`config.mk`:
```
export PLATFORM = sky130hd
export DESIGN_NAME = uiw_regs
export DESIGN_NICKNAME = d
export VERILOG_FILES = /design/src/logic/uiw_pkg.sv /design/src/logic/uiw_sync.sv /design/src/logic/uiw_regs.sv
export SDC_FILE = /design/constraint.sdc
export NUM_CORES = 1
export LEC_CHECK = 0
export ABC_AREA = 1
export BUFFER_PORTS_ARGS = -buffer_cell sky130_fd_sc_hd__buf_2
export CORE_UTILIZATION = 60
export CTS_CLUSTER_SIZE = 40
export DETAILED_ROUTE_END_ITERATION = 16
export GPL_TIMING_DRIVEN = 0
export PLACE_DENSITY = 0.84
export SYNTH_ARGS = -nofsm -noshare
export SYNTH_HDL_FRONTEND = slang
export SYNTH_SLANG_ARGS = --single-unit
export TNS_END_PERCENT = 100
```
`constraint.sdc`:
```
create_clock -name mclk -period 4.51 [get_ports mclk]
set_clock_uncertainty 0.1 [all_clocks]
set_input_delay 1.353 -clock mclk [delete_from_list [all_inputs] [get_ports mclk]]
set_output_delay 1.353 -clock mclk [all_outputs]
set_load 0.02 [all_outputs]
```
`src/logic/uiw_pkg.sv`:
```
/*
 * Constants shared by the USB input path and wakeup register bank:
 * register offsets, field positions, reset values, class codes and timing.
 * Assumes an 8-bit register port and a single 125 MHz clock.
 */
package uiw_pkg;

    // Register port
    localparam int unsigned ADDR_W = 8;
    localparam int unsigned DATA_W = 8;

    // Register offsets
    localparam logic [7:0] OFS_PORT_RESULT = 8'h2f;
    localparam logic [7:0] OFS_PATH_HOLD   = 8'h30;
    localparam logic [7:0] OFS_WAKEUP      = 8'h31;

    // Reset values of whole registers
    localparam logic [7:0] RST_PORT_RESULT = 8'h20;
    localparam logic [7:0] RST_PATH_HOLD   = 8'h21;
    localparam logic [7:0] RST_WAKEUP      = 8'h03;

    // Charger port result fields
    localparam int unsigned CLASS_LSB = 5;
    localparam int unsigned CLASS_MSB = 7;
    localparam logic [2:0]  CLASS_SDP = 3'h1;
    localparam logic [2:0]  CLASS_CDP = 3'h2;
    localparam logic [2:0]  CLASS_DCP = 3'h3;

    // Input path and hold voltage fields
    localparam int unsigned PATH_DESEL_BIT = 7;
    localparam int unsigned HOLD_LSB       = 3;
    localparam int unsigned HOLD_MSB       = 5;
    localparam int unsigned ILIM_LSB       = 0;
    localparam int unsigned ILIM_MSB       = 1;
    localparam logic [2:0]  HOLD_RST       = 3'h4;
    localparam logic [1:0]  ILIM_RST       = 2'h1;
    localparam logic        DESEL_RST      = 1'b0;

    // Wakeup control fields
    localparam int unsigned PG_DRIVE_BIT  = 7;
    localparam int unsigned SOFT_WAKE_BIT = 5;
    localparam int unsigned IRQ_CTRL_BIT  = 4;
    localparam int unsigned WAKE_EN_BIT   = 3;
    localparam int unsigned VOFF_LSB      = 0;
    localparam int unsigned VOFF_MSB      = 2;
    localparam logic [2:0]  VOFF_RST      = 3'h3;

    // Timing
    localparam int unsigned CLK_PERIOD_NS  = 8;
    localparam int unsigned WAKE_PERIOD_US = 100;
    localparam int unsigned WAKE_CYCLES_DEF =
        (WAKE_PERIOD_US * 1000) / CLK_PERIOD_NS;
    localparam int unsigned WAKE_CNT_W = 24;

    // Synchronised pin inputs
    localparam int unsigned PIN_VBUS  = 0;
    localparam int unsigned PIN_SYSRST = 1;
    localparam int unsigned PIN_IRQ   = 2;
    localparam int unsigned PIN_N     = 3;

    typedef enum logic [1:0] {
        UIW_WAKE_IDLE   = 2'b01,
        UIW_WAKE_ACTIVE = 2'b10
    } uiw_wake_state_t;

endpackage

```
`src/logic/uiw_sync.sv`:
```
/*
 * Two flip-flop synchroniser for a group of independent level inputs.
 * Assumes each bit is a slow level; multi-bit coherence is not kept.
 */
`timescale 1ns/1ps
`default_nettype none

module uiw_sync #(
    parameter int unsigned WIDTH = 1
) (
    // Clock and reset
    input  wire logic             mclk,
    input  wire logic             rst_n,
    // Levels
    input  wire logic [WIDTH-1:0] async_in,
    output var  logic [WIDTH-1:0] sync_out
);

    logic [WIDTH-1:0] stage1;

    always_ff @(posedge mclk or negedge rst_n) begin
        if (!rst_n) begin
            stage1   <= '0;
            sync_out <= '0;
        end else begin
            stage1   <= async_in;
            sync_out <= stage1;
        end
    end

endmodule

`default_nettype wire

```
`src/logic/uiw_regs.sv`:
```
/*
 * USB input path and output power wakeup register bank: charger port
 * result, input path / hold voltage / current limit, wakeup control.
 * Assumes a host register port on mclk, a detection engine on mclk,
 * and vbus_valid, sys_reset_n and irq_req arriving from pins.
 */
// The address-and-strobe port was chosen for this implementation.
//
// Contract
// - The detected port class is read-only in bits 7..5, 001 SDP, 010 CDP, 011 DCP.
// - A falling edge of VBUS returns the port result register to 20H, class 001.
// - The class is taken only when the detection busy flag falls from 1 to 0.
// - With VBUS valid the path is connected when bit 7 is 0 and cut when 1, reset 0.
// - Hold voltage code in bits 5..3 runs 4.0 V to 4.7 V in 0.1 V steps, reset 100.
// - For a non-SDP result bits 1..0 pick 900, 1500, 2000 or 2500 mA, reset 01.
// - Path register bit 7 resets on system reset, the rest on power-on only.
// - Wakeup register bit 3 resets on system reset, the rest on power-on, value 03H.
// - During an enabled wakeup power good is driven low only when bit 7 is 1.
// - Writing 1 to bit 5 wakes the output rails and the bit clears itself.
// - With bit 3 set, bit 4 governs the IRQ pin and whether IRQ can wake.
// - Bit 4 at 0 masks the IRQ pin and lets IRQ wake; at 1 the pin is normal, no wake.
// - Bit 3 enables wakeup from IRQ or soft wakeup and clears itself after use.
`timescale 1ns/1ps
`default_nettype none

module uiw_regs #(
    parameter int unsigned WAKE_CYCLES = uiw_pkg::WAKE_CYCLES_DEF
) (
    // Clock and power-on reset
    input  wire logic        mclk,
    input  wire logic        resetn,
    // Pin levels from outside the clock domain
    input  wire logic        sys_reset_n,
    input  wire logic        vbus_valid,
    input  wire logic        irq_req,
    // Detection engine
    input  wire logic        detect_in_progress,
    input  wire logic [2:0]  detect_class,
    // Register port
    input  wire logic [7:0]  reg_addr,
    input  wire logic [7:0]  reg_wdata,
    input  wire logic        reg_wr,
    input  wire logic        reg_rd,
    output logic      [7:0]  reg_rdata,
    // Power path controls
    output logic             supply_path_connect,
    output logic      [2:0]  input_hold_voltage,
    output logic      [1:0]  current_limit_sel,
    output logic             current_limit_apply,
    output logic      [2:0]  voff_setting,
    // Wakeup
    output logic             rails_wakeup,
    output logic             power_good_out_low,
    output logic             irq_pin_mask
);

    logic                          rst_meta;
    logic                          rst_n;
    logic [uiw_pkg::PIN_N-1:0]     pins_s;
    logic                          vbus_s;
    logic                          vbus_prev;
    logic                          vbus_fall;
    logic                          sys_rst;
    logic                          irq_s;
    logic                          det_prev;
    logic                          det_fall;
    logic [2:0]                    charger_port_class;
    logic                          supply_path_deselect;
    logic [2:0]                    hold_code;
    logic [1:0]                    ilim_code;
    logic                          pg_drive;
    logic                          soft_wake;
    logic                          irq_ctrl;
    logic                          wake_en;
    logic [2:0]                    voff;
    logic                          wr_path;
    logic                          wr_wake;
    logic                          irq_trigger;
    logic                          wake_start;
    logic                          wake_done;
    uiw_pkg::uiw_wake_state_t      wake_state;
    logic [uiw_pkg::WAKE_CNT_W-1:0] wake_cnt;
    logic [7:0]                    next_rdata;

    localparam logic [uiw_pkg::WAKE_CNT_W-1:0] WAKE_LAST =
        uiw_pkg::WAKE_CNT_W'(WAKE_CYCLES - 1);

    // Power-on reset release
    always_ff @(posedge mclk or negedge resetn) begin
        if (!resetn) begin
            rst_meta <= 1'b0;
            rst_n    <= 1'b0;
        end else begin
            rst_meta <= 1'b1;
            rst_n    <= rst_meta;
        end
    end

    uiw_sync #(
        .WIDTH (uiw_pkg::PIN_N)
    ) u_sync (
        .mclk     (mclk),
        .rst_n    (rst_n),
        .async_in ({irq_req, ~sys_reset_n, vbus_valid}),
        .sync_out (pins_s)
    );

    assign vbus_s  = pins_s[uiw_pkg::PIN_VBUS];
    assign sys_rst = pins_s[uiw_pkg::PIN_SYSRST];
    assign irq_s   = pins_s[uiw_pkg::PIN_IRQ];

    // Edge history
    always_ff @(posedge mclk or negedge rst_n) begin
        if (!rst_n) begin
            vbus_prev <= 1'b0;
            det_prev  <= 1'b0;
        end else begin
            vbus_prev <= vbus_s;
            det_prev  <= detect_in_progress;
        end
    end

    assign vbus_fall = vbus_prev & ~vbus_s;
    assign det_fall  = det_prev & ~detect_in_progress;
    assign wr_path   = reg_wr && (reg_addr == uiw_pkg::OFS_PATH_HOLD);
    assign wr_wake   = reg_wr && (reg_addr == uiw_pkg::OFS_WAKEUP);

    // Port result: VBUS removal beats a detection finishing in the same cycle
    always_ff @(posedge mclk or negedge rst_n) begin
        if (!rst_n) begin
            charger_port_class <= uiw_pkg::CLASS_SDP;
        end else if (vbus_fall) begin
            charger_port_class <= uiw_pkg::CLASS_SDP;
        end else if (det_fall) begin
            charger_port_class <= detect_class;
        end
    end

    // Path deselect, system-reset domain
    always_ff @(posedge mclk or negedge rst_n) begin
        if (!rst_n) begin
            supply_path_deselect <= uiw_pkg::DESEL_RST;
        end else if (sys_rst) begin
            supply_path_deselect <= uiw_pkg::DESEL_RST;
        end else if (wr_path) begin
            supply_path_deselect <= reg_wdata[uiw_pkg::PATH_DESEL_BIT];
        end
    end

    // Hold voltage and current limit survive a system reset
    always_ff @(posedge mclk or negedge rst_n) begin
        if (!rst_n) begin
            hold_code <= uiw_pkg::HOLD_RST;
            ilim_code <= uiw_pkg::ILIM_RST;
        end else if (wr_path) begin
            hold_code <= reg_wdata[uiw_pkg::HOLD_MSB:uiw_pkg::HOLD_LSB];
            ilim_code <= reg_wdata[uiw_pkg::ILIM_MSB:uiw_pkg::ILIM_LSB];
        end
    end

    // Power-on-only wakeup fields
    always_ff @(posedge mclk or negedge rst_n) begin
        if (!rst_n) begin
            pg_drive <= 1'b0;
            irq_ctrl <= 1'b0;
            voff     <= uiw_pkg::VOFF_RST;
        end else if (wr_wake) begin
            pg_drive <= reg_wdata[uiw_pkg::PG_DRIVE_BIT];
            irq_ctrl <= reg_wdata[uiw_pkg::IRQ_CTRL_BIT];
            voff     <= reg_wdata[uiw_pkg::VOFF_MSB:uiw_pkg::VOFF_LSB];
        end
    end

    // Soft wakeup request lives one cycle and then clears itself
    always_ff @(posedge mclk or negedge rst_n) begin
        if (!rst_n) begin
            soft_wake <= 1'b0;
        end else begin
            soft_wake <= wr_wake & reg_wdata[uiw_pkg::SOFT_WAKE_BIT];
        end
    end

    // Wakeup enable: a fresh write of 1 beats the self-clear
    always_ff @(posedge mclk or negedge rst_n) begin
        if (!rst_n) begin
            wake_en <= 1'b0;
        end else if (sys_rst) begin
            wake_en <= 1'b0;
        end else if (wr_wake) begin
            wake_en <= reg_wdata[uiw_pkg::WAKE_EN_BIT];
        end else if (wake_done) begin
            wake_en <= 1'b0;
        end
    end

    assign irq_trigger = wake_en & ~irq_ctrl & irq_s;
    assign wake_start  = (wake_state == uiw_pkg::UIW_WAKE_IDLE) && wake_en &&
                         (soft_wake || irq_trigger);
    assign wake_done   = (wake_state == uiw_pkg::UIW_WAKE_ACTIVE) && (wake_cnt == WAKE_LAST);

    // Wakeup period
    always_ff @(posedge mclk or negedge rst_n) begin
        if (!rst_n) begin
            wake_state <= uiw_pkg::UIW_WAKE_IDLE;
            wake_cnt   <= '0;
        end else begin
            case (wake_state)
                uiw_pkg::UIW_WAKE_IDLE: begin
                    wake_cnt <= '0;
                    if (wake_start) begin
                        wake_state <= uiw_pkg::UIW_WAKE_ACTIVE;
                    end
                end
                uiw_pkg::UIW_WAKE_ACTIVE: begin
                    wake_cnt <= wake_cnt + 1'b1;
                    if (wake_done) begin
                        wake_state <= uiw_pkg::UIW_WAKE_IDLE;
                    end
                end
                default: begin
                    wake_state <= uiw_pkg::UIW_WAKE_IDLE;
                    wake_cnt   <= '0;
                end
            endcase
        end
    end

    // Registered control outputs
    always_ff @(posedge mclk or negedge rst_n) begin
        if (!rst_n) begin
            supply_path_connect <= 1'b0;
            input_hold_voltage  <= uiw_pkg::HOLD_RST;
            current_limit_sel   <= uiw_pkg::ILIM_RST;
            current_limit_apply <= 1'b0;
            voff_setting        <= uiw_pkg::VOFF_RST;
        end else begin
            supply_path_connect <= vbus_s & ~supply_path_deselect;
            input_hold_voltage  <= hold_code;
            current_limit_sel   <= ilim_code;
            current_limit_apply <= charger_port_class != uiw_pkg::CLASS_SDP;
            voff_setting        <= voff;
        end
    end

    always_ff @(posedge mclk or negedge rst_n) begin
        if (!rst_n) begin
            rails_wakeup       <= 1'b0;
            power_good_out_low <= 1'b0;
            irq_pin_mask       <= 1'b0;
        end else begin
            rails_wakeup       <= wake_state == uiw_pkg::UIW_WAKE_ACTIVE;
            power_good_out_low <= (wake_state == uiw_pkg::UIW_WAKE_ACTIVE) & pg_drive;
            irq_pin_mask       <= wake_en & ~irq_ctrl;
        end
    end

    // Read mux; holes stay zero
    always_comb begin
        next_rdata = '0;
        case (reg_addr)
            uiw_pkg::OFS_PORT_RESULT: begin
                next_rdata[uiw_pkg::CLASS_MSB:uiw_pkg::CLASS_LSB] = charger_port_class;
            end
            uiw_pkg::OFS_PATH_HOLD: begin
                next_rdata[uiw_pkg::PATH_DESEL_BIT]               = supply_path_deselect;
                next_rdata[uiw_pkg::HOLD_MSB:uiw_pkg::HOLD_LSB]   = hold_code;
                next_rdata[uiw_pkg::ILIM_MSB:uiw_pkg::ILIM_LSB]   = ilim_code;
            end
            uiw_pkg::OFS_WAKEUP: begin
                next_rdata[uiw_pkg::PG_DRIVE_BIT]                 = pg_drive;
                next_rdata[uiw_pkg::SOFT_WAKE_BIT]                = soft_wake;
                next_rdata[uiw_pkg::IRQ_CTRL_BIT]                 = irq_ctrl;
                next_rdata[uiw_pkg::WAKE_EN_BIT]                  = wake_en;
                next_rdata[uiw_pkg::VOFF_MSB:uiw_pkg::VOFF_LSB]   = voff;
            end
            default: begin
                next_rdata = '0;
            end
        endcase
    end

    always_ff @(posedge mclk or negedge rst_n) begin
        if (!rst_n) begin
            reg_rdata <= '0;
        end else if (reg_rd) begin
            reg_rdata <= next_rdata;
        end else begin
            reg_rdata <= '0;
        end
    end
endmodule

`default_nettype wire

```
==> qor.txt, run 1 <==
most common library cell in the layout ignoring fill and taps = sky130_fd_sc_hd__nand2_1
Unique masters post-synth = 26
pin count of the biggest net entering global routing = 72
post-synthesis simple-gate area fraction = 24.9%
total wire length = 6010 um
Switching Power = 281 uW
capturing element type of the critical path = output pin
CTS H-tree depth = 3
kind of start point of the critical path = flip-flop
I/O pin count = 48
quantity of I/O buffers inserted on ports = 46
Worst Max-Slew Pin Slew = 0.867 ns
number of rows in the core area = 25
buffers and inverters on the worst path = 1
die height = 74.2 um
highest clock rate = 404 MHz
worst slew slack as a fraction of its limit = 42.2%
class of the worst hold path = flip-flop to flip-flop
antenna viol nets, final = 0
Initial Util = 64.2%
first-pass GRT wire length = 10400 um
Pins Over Slew Limit = 0
# resized after CTS = 0
antenna violations before repair = 0
maximum capacitance violations = 0
Diodes inserted = 0
remaining design rule violation count = 0
Critical-path top delay cell = sky130_fd_sc_hd__dfstp_2
final setup violation count = 0
crit path max fanout = 1
CP required = 3.06 ns
critical-path cell list = buf_2
hold-fix buffers at CTS = 0
Area growth syn-to-layout = 17.9%
number of clock buffers inserted by TritonCTS = 9
Post-CTS Setup Repair Bufs = 0
drt via density = 5.04
register area share after synthesis = 58.7%
Design Area, Final = 0.00369 mm^2
area share of xor/xnor cells in the synthesized design = 0.280%
setup repair after global routing missed its margin = false
First-pass DRT Iterations = 4
endpoint arrival time on the critical path = 1.02 ns
total negative slack = 0 ns
adder-cell share of the synthesized area = 0.400%
width of the die = 74.2 um
core area = 0.00488 mm^2
final cycle utilization of the critical path = 54.8%
TritonCTS Sinks = 73
synthesized-area fraction occupied by ao, oa, aoi and oai cells = 8.35%
largest family of logic cells by synthesized area = simple AND/OR/NAND/NOR gates
Congestion Overflow GR = 0
clock input transition at the sequential cells of the worst setup and hold paths = 0.08 ns
YS warnings = 0
root cell of the clock tree = sky130_fd_sc_hd__clkbuf_8
design internal power = 1.07 mW
Crit Path Class = flip-flop to output pin
vias after detailed routing = 2429
Pwr Density = 367 mW/mm^2
fraction of final layout cells with drive strength greater than 1 = 22.9%
number of nets produced by synthesis = 381
peak supply drop = 0.321 mV
wire length per cell = 12.5 um
dominant delay contributor by cell family on the critical path = flip-flops
Switching Share = 20.7%
clock insertion delay at the later pin of the skew report = 0.35 ns
TritonCTS clock tree = built
vias in the first global route = 2419
weighted congestion reported at the end of routability-driven placement = 0.840
run status = finished clean
DP Wirelength = 4290 um
total leakage power = 1.96 nW
share of total power in sequential cells = 51.1%
peak per-stage delay on the critical path = 0.52 ns
count of nets after finishing = 438
final critical-path required period = 2.47 ns
GRT Resource Usage Total = 25.5%
top library cells by usage in the layout, fill and taps aside = 68 x sky130_fd_sc_hd__nand2_1, 62 x sky130_fd_sc_hd__dfrtp_1, 55 x sky130_fd_sc_hd__nor2_1
multiplexer share of the synthesized area = 0%
number of hold violations in the final report = 0
combinational share of power = 3.3%
initial DRC count = 104
syn avg cell area = 8.87 um^2
clock network fraction of total power = 45.6%
Post-Place Cell Area = 0.00345 mm^2
Seq cells post-synth = 73
gate count after technology mapping = 353
die area = 0.00551 mm^2
post-synthesis instance area = 0.00313 mm^2
Max clock buf depth = 2
-- power by group through the flow --
stage / Sequential [mW] / Combinational [mW] / Clock [mW]
4_1_cts: 0.694 / 0.0450 / 0.624
5_1_grt: 0.698 / 0.0500 / 0.655
2_1_floorplan: 0.710 / 0.0148 / 0
6_report: 0.693 / 0.0447 / 0.618
3_3_place_gp: 0.706 / 0.0430 / 0
3_5_place_dp: 0.707 / 0.0445 / 0
-- synth_stat cells --
library cell / instances / area [um^2]
sky130_fd_sc_hd__nor2_4: 4 / 45.0
sky130_fd_sc_hd__inv_2: 4 / 15.0
sky130_fd_sc_hd__nand2_1: 68 / 255
sky130_fd_sc_hd__a21oi_1: 21 / 105
sky130_fd_sc_hd__nand3_2: 1 / 10.0
sky130_fd_sc_hd__o21ai_0: 23 / 115
sky130_fd_sc_hd__nor2_1: 55 / 206
sky130_fd_sc_hd__nand3_1: 21 / 105
sky130_fd_sc_hd__dfstp_2: 10 / 263
sky130_fd_sc_hd__xor2_1: 1 / 8.76
sky130_fd_sc_hd__a31oi_1: 1 / 6.26
sky130_fd_sc_hd__conb_1: 1 / 3.75
sky130_fd_sc_hd__nand4_1: 3 / 18.8
sky130_fd_sc_hd__buf_2: 3 / 15.0
sky130_fd_sc_hd__nor2_8: 1 / 20.0
sky130_fd_sc_hd__o21bai_2: 2 / 22.5
sky130_fd_sc_hd__a211oi_1: 1 / 7.51
sky130_fd_sc_hd__inv_1: 50 / 188
sky130_fd_sc_hd__ha_1: 1 / 12.5
sky130_fd_sc_hd__nand2_4: 3 / 33.8
sky130_fd_sc_hd__nand2_2: 3 / 18.8
sky130_fd_sc_hd__o21ai_1: 1 / 5.00
sky130_fd_sc_hd__dfrtp_1: 63 / 1580
sky130_fd_sc_hd__buf_4: 1 / 7.51
sky130_fd_sc_hd__nor3_1: 10 / 50.1
sky130_fd_sc_hd__nand3_4: 1 / 17.5
-- flip-flops by register name, summed over array words and instances (netlist names), 2 cells and up --
register / cells
hold_code: 3
input_hold_voltage: 3
u_sync.stage1: 3
wake_cnt: 24
reg_rdata: 8
u_sync.sync_out: 3
current_limit_sel: 2
voff: 3
wake_state: 2
charger_port_class: 3
voff_setting: 3
ilim_code: 2
-- metrics by stage --
stage	utilization (%)	total power [mW]	setup WS [ns]	std cells	hold WS (ns)
after global placement	70.6	0.749	1.54	466	0.233
after global routing	75.7	1.40	2.01	482	0.260
after CTS	75.7	1.36	2.02	482	0.256
final	75.7	1.36	2.04	482	0.254
after detailed placement	70.7	0.751	1.89	466	0.240
after floorplan	-	0.724	2.18	353	0.231
-- logic make-up after synthesis --
logic type,after synthesis
other,1
and+or+nand+nor,170
DFF,73
AOI/OAI and AO/OA,49
xor gates and xnor gates,1
buffers and inverters,58
adders and majority gates,1
-- final timing paths --
check | start | to | slack, ns | cells after the start
worst max-delay path | voff_setting[1]$_DFF_PN1_ | voff_setting[1] | 2.04 | 1
worst min-delay path | rst_meta$_DFF_PN0_ | rst_n$_DFF_PN0_ | 0.25 | 0
worst max register to register | wake_cnt[0]$_DFF_PN0_ | wake_cnt[22]$_DFF_PN0_ | 2.82 | 8
worst min register to register | rst_meta$_DFF_PN0_ | rst_n$_DFF_PN0_ | 0.25 | 0
max in group asynchronous | rst_n$_DFF_PN0_ | wake_cnt[21]$_DFF_PN0_ | 3.40 | 0
min in group asynchronous | rst_n$_DFF_PN0_ | wake_cnt[4]$_DFF_PN0_ | 0.35 | 0
-- per-layer routing --
layer	up-vias	part of all wire [%]	global-route usage, %
li1	1214	-	-
met5	-	0	0
met1	1144	43	31.0
met3	15	3.8	5.83
met4	0	2.2	12.8
met2	56	51	43.1
-- cell type report --
| class | count | area [um^2] |
|---|---|---|
| buffer | 4 | 22.5 |
| clock buffer | 11 | 141 |
| clock inverter | 5 | 103 |
| fill | 368 | 1190 |
| inverter | 54 | 203 |
| multi-input combinational | 222 | 1070 |
| sequential | 73 | 1840 |
| tap | 67 | 83.8 |
| timing repair buffer | 46 | 230 |
No activity file was read; power rests on OpenSTA's default activity.
==> inputs of run 2 (changes only) <==
- CORE_UTILIZATION: 60 -> 56
- PLACE_DENSITY: 0.84 -> 0.79
- clock period: 4.51 -> 2.45 ns (I/O delays scaled with it)
==> run 2 against run 1 <==
Compared with the run above: count of clock-buffer cells in the layout is 1 higher; clock power is 52% higher; non-clock buffer count stayed put; worst hold slack worse by 0.20 ns; first-iteration DRC count is 13% higher; largest power group unchanged.
==> qor.txt, run 2 (synthesized netlist as in run 1, its figures left out) <==
Layout fillers = 392 (+6.5%)
quantity of I/O buffers inserted on ports = 46 (unchanged)
vias in the first global route = 2482 (+2.6%)
Worst Max-Slew Pin Slew = 0.860 ns (-0.00640 ns)
First-pass DRT Iterations = 4 (unchanged)
GRT Resource Usage Total = 22.5% (-3.0 points)
# resized after CTS = 0 (unchanged)
hold-fix buffers at CTS = 0 (unchanged)
final cycle utilization of the critical path = 75.6%
Place WS = 0.419 ns (-1.47 ns)
final critical-path required period = 1.85 ns
die area = 0.00590 mm^2 (+6.9%)
Post-Place Cell Area = 0.00345 mm^2 (+0.11%)
count of nets after finishing = 438 (unchanged)
Post-CTS Setup Repair Bufs = 0 (unchanged)
buffers and inverters on the worst path = 1 (unchanged)
flip-flop count of the largest register after layout = 24 (unchanged)
die height = 76.8 um (+3.4%)
clock insertion delay at the later pin of the skew report = 0.35 ns (about the same)
register name with the most flops = wake_cnt
peak per-stage delay on the critical path = 0.52 ns (about the same)
wire length per cell = 12.1 um (-3.1%)
remaining design rule violation count = 0 (unchanged)
area of the multi-input gates = 0.00107 mm^2 (unchanged)
Max clock buf depth = 2 (unchanged)
number of clock buffers inserted by TritonCTS = 9 (unchanged)
top library cells by usage in the layout, fill and taps aside = 68 x sky130_fd_sc_hd__nand2_1, 62 x sky130_fd_sc_hd__dfrtp_1, 55 x sky130_fd_sc_hd__nor2_1
antenna viol nets, final = 0 (unchanged)
Pins Over Slew Limit = 0 (unchanged)
setup repair after global routing missed its margin = false
I/O pin count = 48 (unchanged)
Pwr Density = 630 mW/mm^2 (+72%)
root cell of the clock tree = sky130_fd_sc_hd__clkbuf_8
number of rows in the core area = 26 (+4.0%)
Crit Path Class = flip-flop to output pin
maximum capacitance violations = 0 (unchanged)
Critical-path top delay cell = sky130_fd_sc_hd__dfstp_2
crit path setup slack, layout = 0.599 ns (-1.44 ns)
worst hold slack = 0.0539 ns (-0.200 ns)
vias after detailed routing = 2431 (+0.082%)
endpoint arrival time on the critical path = 1.02 ns (about the same)
CP required = 1.62 ns (-1.44 ns)
number of hold violations in the final report = 0 (unchanged)
dominant delay contributor by cell family on the critical path = flip-flops
CTS H-tree depth = 3 (unchanged)
DP Wirelength = 4200 um (-2.3%)
fraction of final layout cells with drive strength greater than 1 = 22.7% (-0.24 points)
highest clock rate = 540 MHz
crit path max fanout = 1 (unchanged)
most common library cell in the layout ignoring fill and taps = sky130_fd_sc_hd__nand2_1
clock input transition at the sequential cells of the worst setup and hold paths = 0.08 ns (about the same)
total leakage power = 1.93 nW (-1.4%)
kind of start point of the critical path = flip-flop
Congestion Overflow GR = 0 (unchanged)
class of the worst hold path = input port to asynchronous set/reset pin
total wire length = 5850 um (-2.5%)
initial DRC count = 117 (+13%)
drt via density = 5.01 (-0.54%)
core area = 0.00524 mm^2 (+7.3%)
Diodes inserted = 0 (unchanged)
final setup violation count = 0 (unchanged)
first-pass GRT wire length = 10300 um (-0.93%)
width of the die = 76.8 um (+3.4%)
registers with the most flip-flops = wake_cnt (24), reg_rdata (8)
TritonCTS clock tree = built
run status = finished clean
TritonCTS Sinks = 73 (unchanged)
peak supply drop = 0.442 mV (+37%)
Design Area, Final = 0.00365 mm^2 (-1.1%)
pin count of the biggest net entering global routing = 72 (unchanged)
capturing element type of the critical path = output pin
Initial Util = 59.8% (-4.4 points)
worst slew slack as a fraction of its limit = 42.6% (+0.43 points)
antenna violations before repair = 0 (unchanged)
critical-path cell list = buf_2
Area growth syn-to-layout = 16.6%
Sequential Area = 0.00184 mm^2 (unchanged)
weighted congestion reported at the end of routability-driven placement = 0.806 (-4.0%)
==> run 2: changes by cell type in the layout (fill, tap and decap cells not counted), sizes merged <==
| cell | before | now |
|---|---|---|
| bufinv | 3 | 1 |
| clkbuf | 11 | 12 |
| clkinvlp | 1 | 2 |
==> run 2: cell type report <==
| class | count | share of cell area [%] |
|---|---|---|
| tap | 70 | 2.40 |
| clock buffer | 12 | 3.97 |
| timing repair buffer | 46 | 6.30 |
| inverter | 54 | 5.55 |
| clock inverter | 4 | 1.47 |
| buffer | 4 | 0.617 |
| multi-input combinational | 222 | 29.2 |
| sequential | 73 | 50.5 |
==> run 2: path summary, 6_finish.rpt <==
kind                                                  from                      endpoint  slack (ns)  cells after the start
setup reg to reg                     wake_cnt[0]$_DFF_PN0_        wake_cnt[20]$_DFF_PN0_        0.81                     10
setup / recovery           input_hold_voltage[2]$_DFF_PN1_         input_hold_voltage[2]        0.60                      1
min in group mclk               u_sync.stage1[1]$_DFF_PN0_  u_sync.sync_out[1]$_DFF_PN0_        0.25                      0
hold reg to reg                 u_sync.stage1[1]$_DFF_PN0_  u_sync.sync_out[1]$_DFF_PN0_        0.25                      0
max in group asynchronous                  rst_n$_DFF_PN0_        wake_cnt[12]$_DFF_PN0_        1.34                      0
hold / removal                                      resetn               rst_n$_DFF_PN0_        0.05                      1
==> run 2: metal layers <==
metal	track usage, %	routed length, um	vias to the layer above
li1	-	-	1227
met1	26.1	2560	1146
met2	39.2	2950	45
met3	5.60	212	13
met4	10.4	136	0
met5	0	0	-
==> run 2: through the flow <==
stage	utilization, %	total power [mW]	setup TNS (ns)	cells
2_1_floorplan	-	1.33	0	353
3_3_place_gp	65.9	1.38	-32.43	469
3_5_place_dp	65.9	1.38	0	469
4_1_cts	69.7	2.32	0	485
5_1_grt	69.7	2.37	0	485
6_report	69.7	2.30	0	485
==> run 2: power by group <==
group	internal [mW]	switching, mW
combinational	0.0331	0.0485
clock	0.501	0.442
sequential	1.24	0.0333
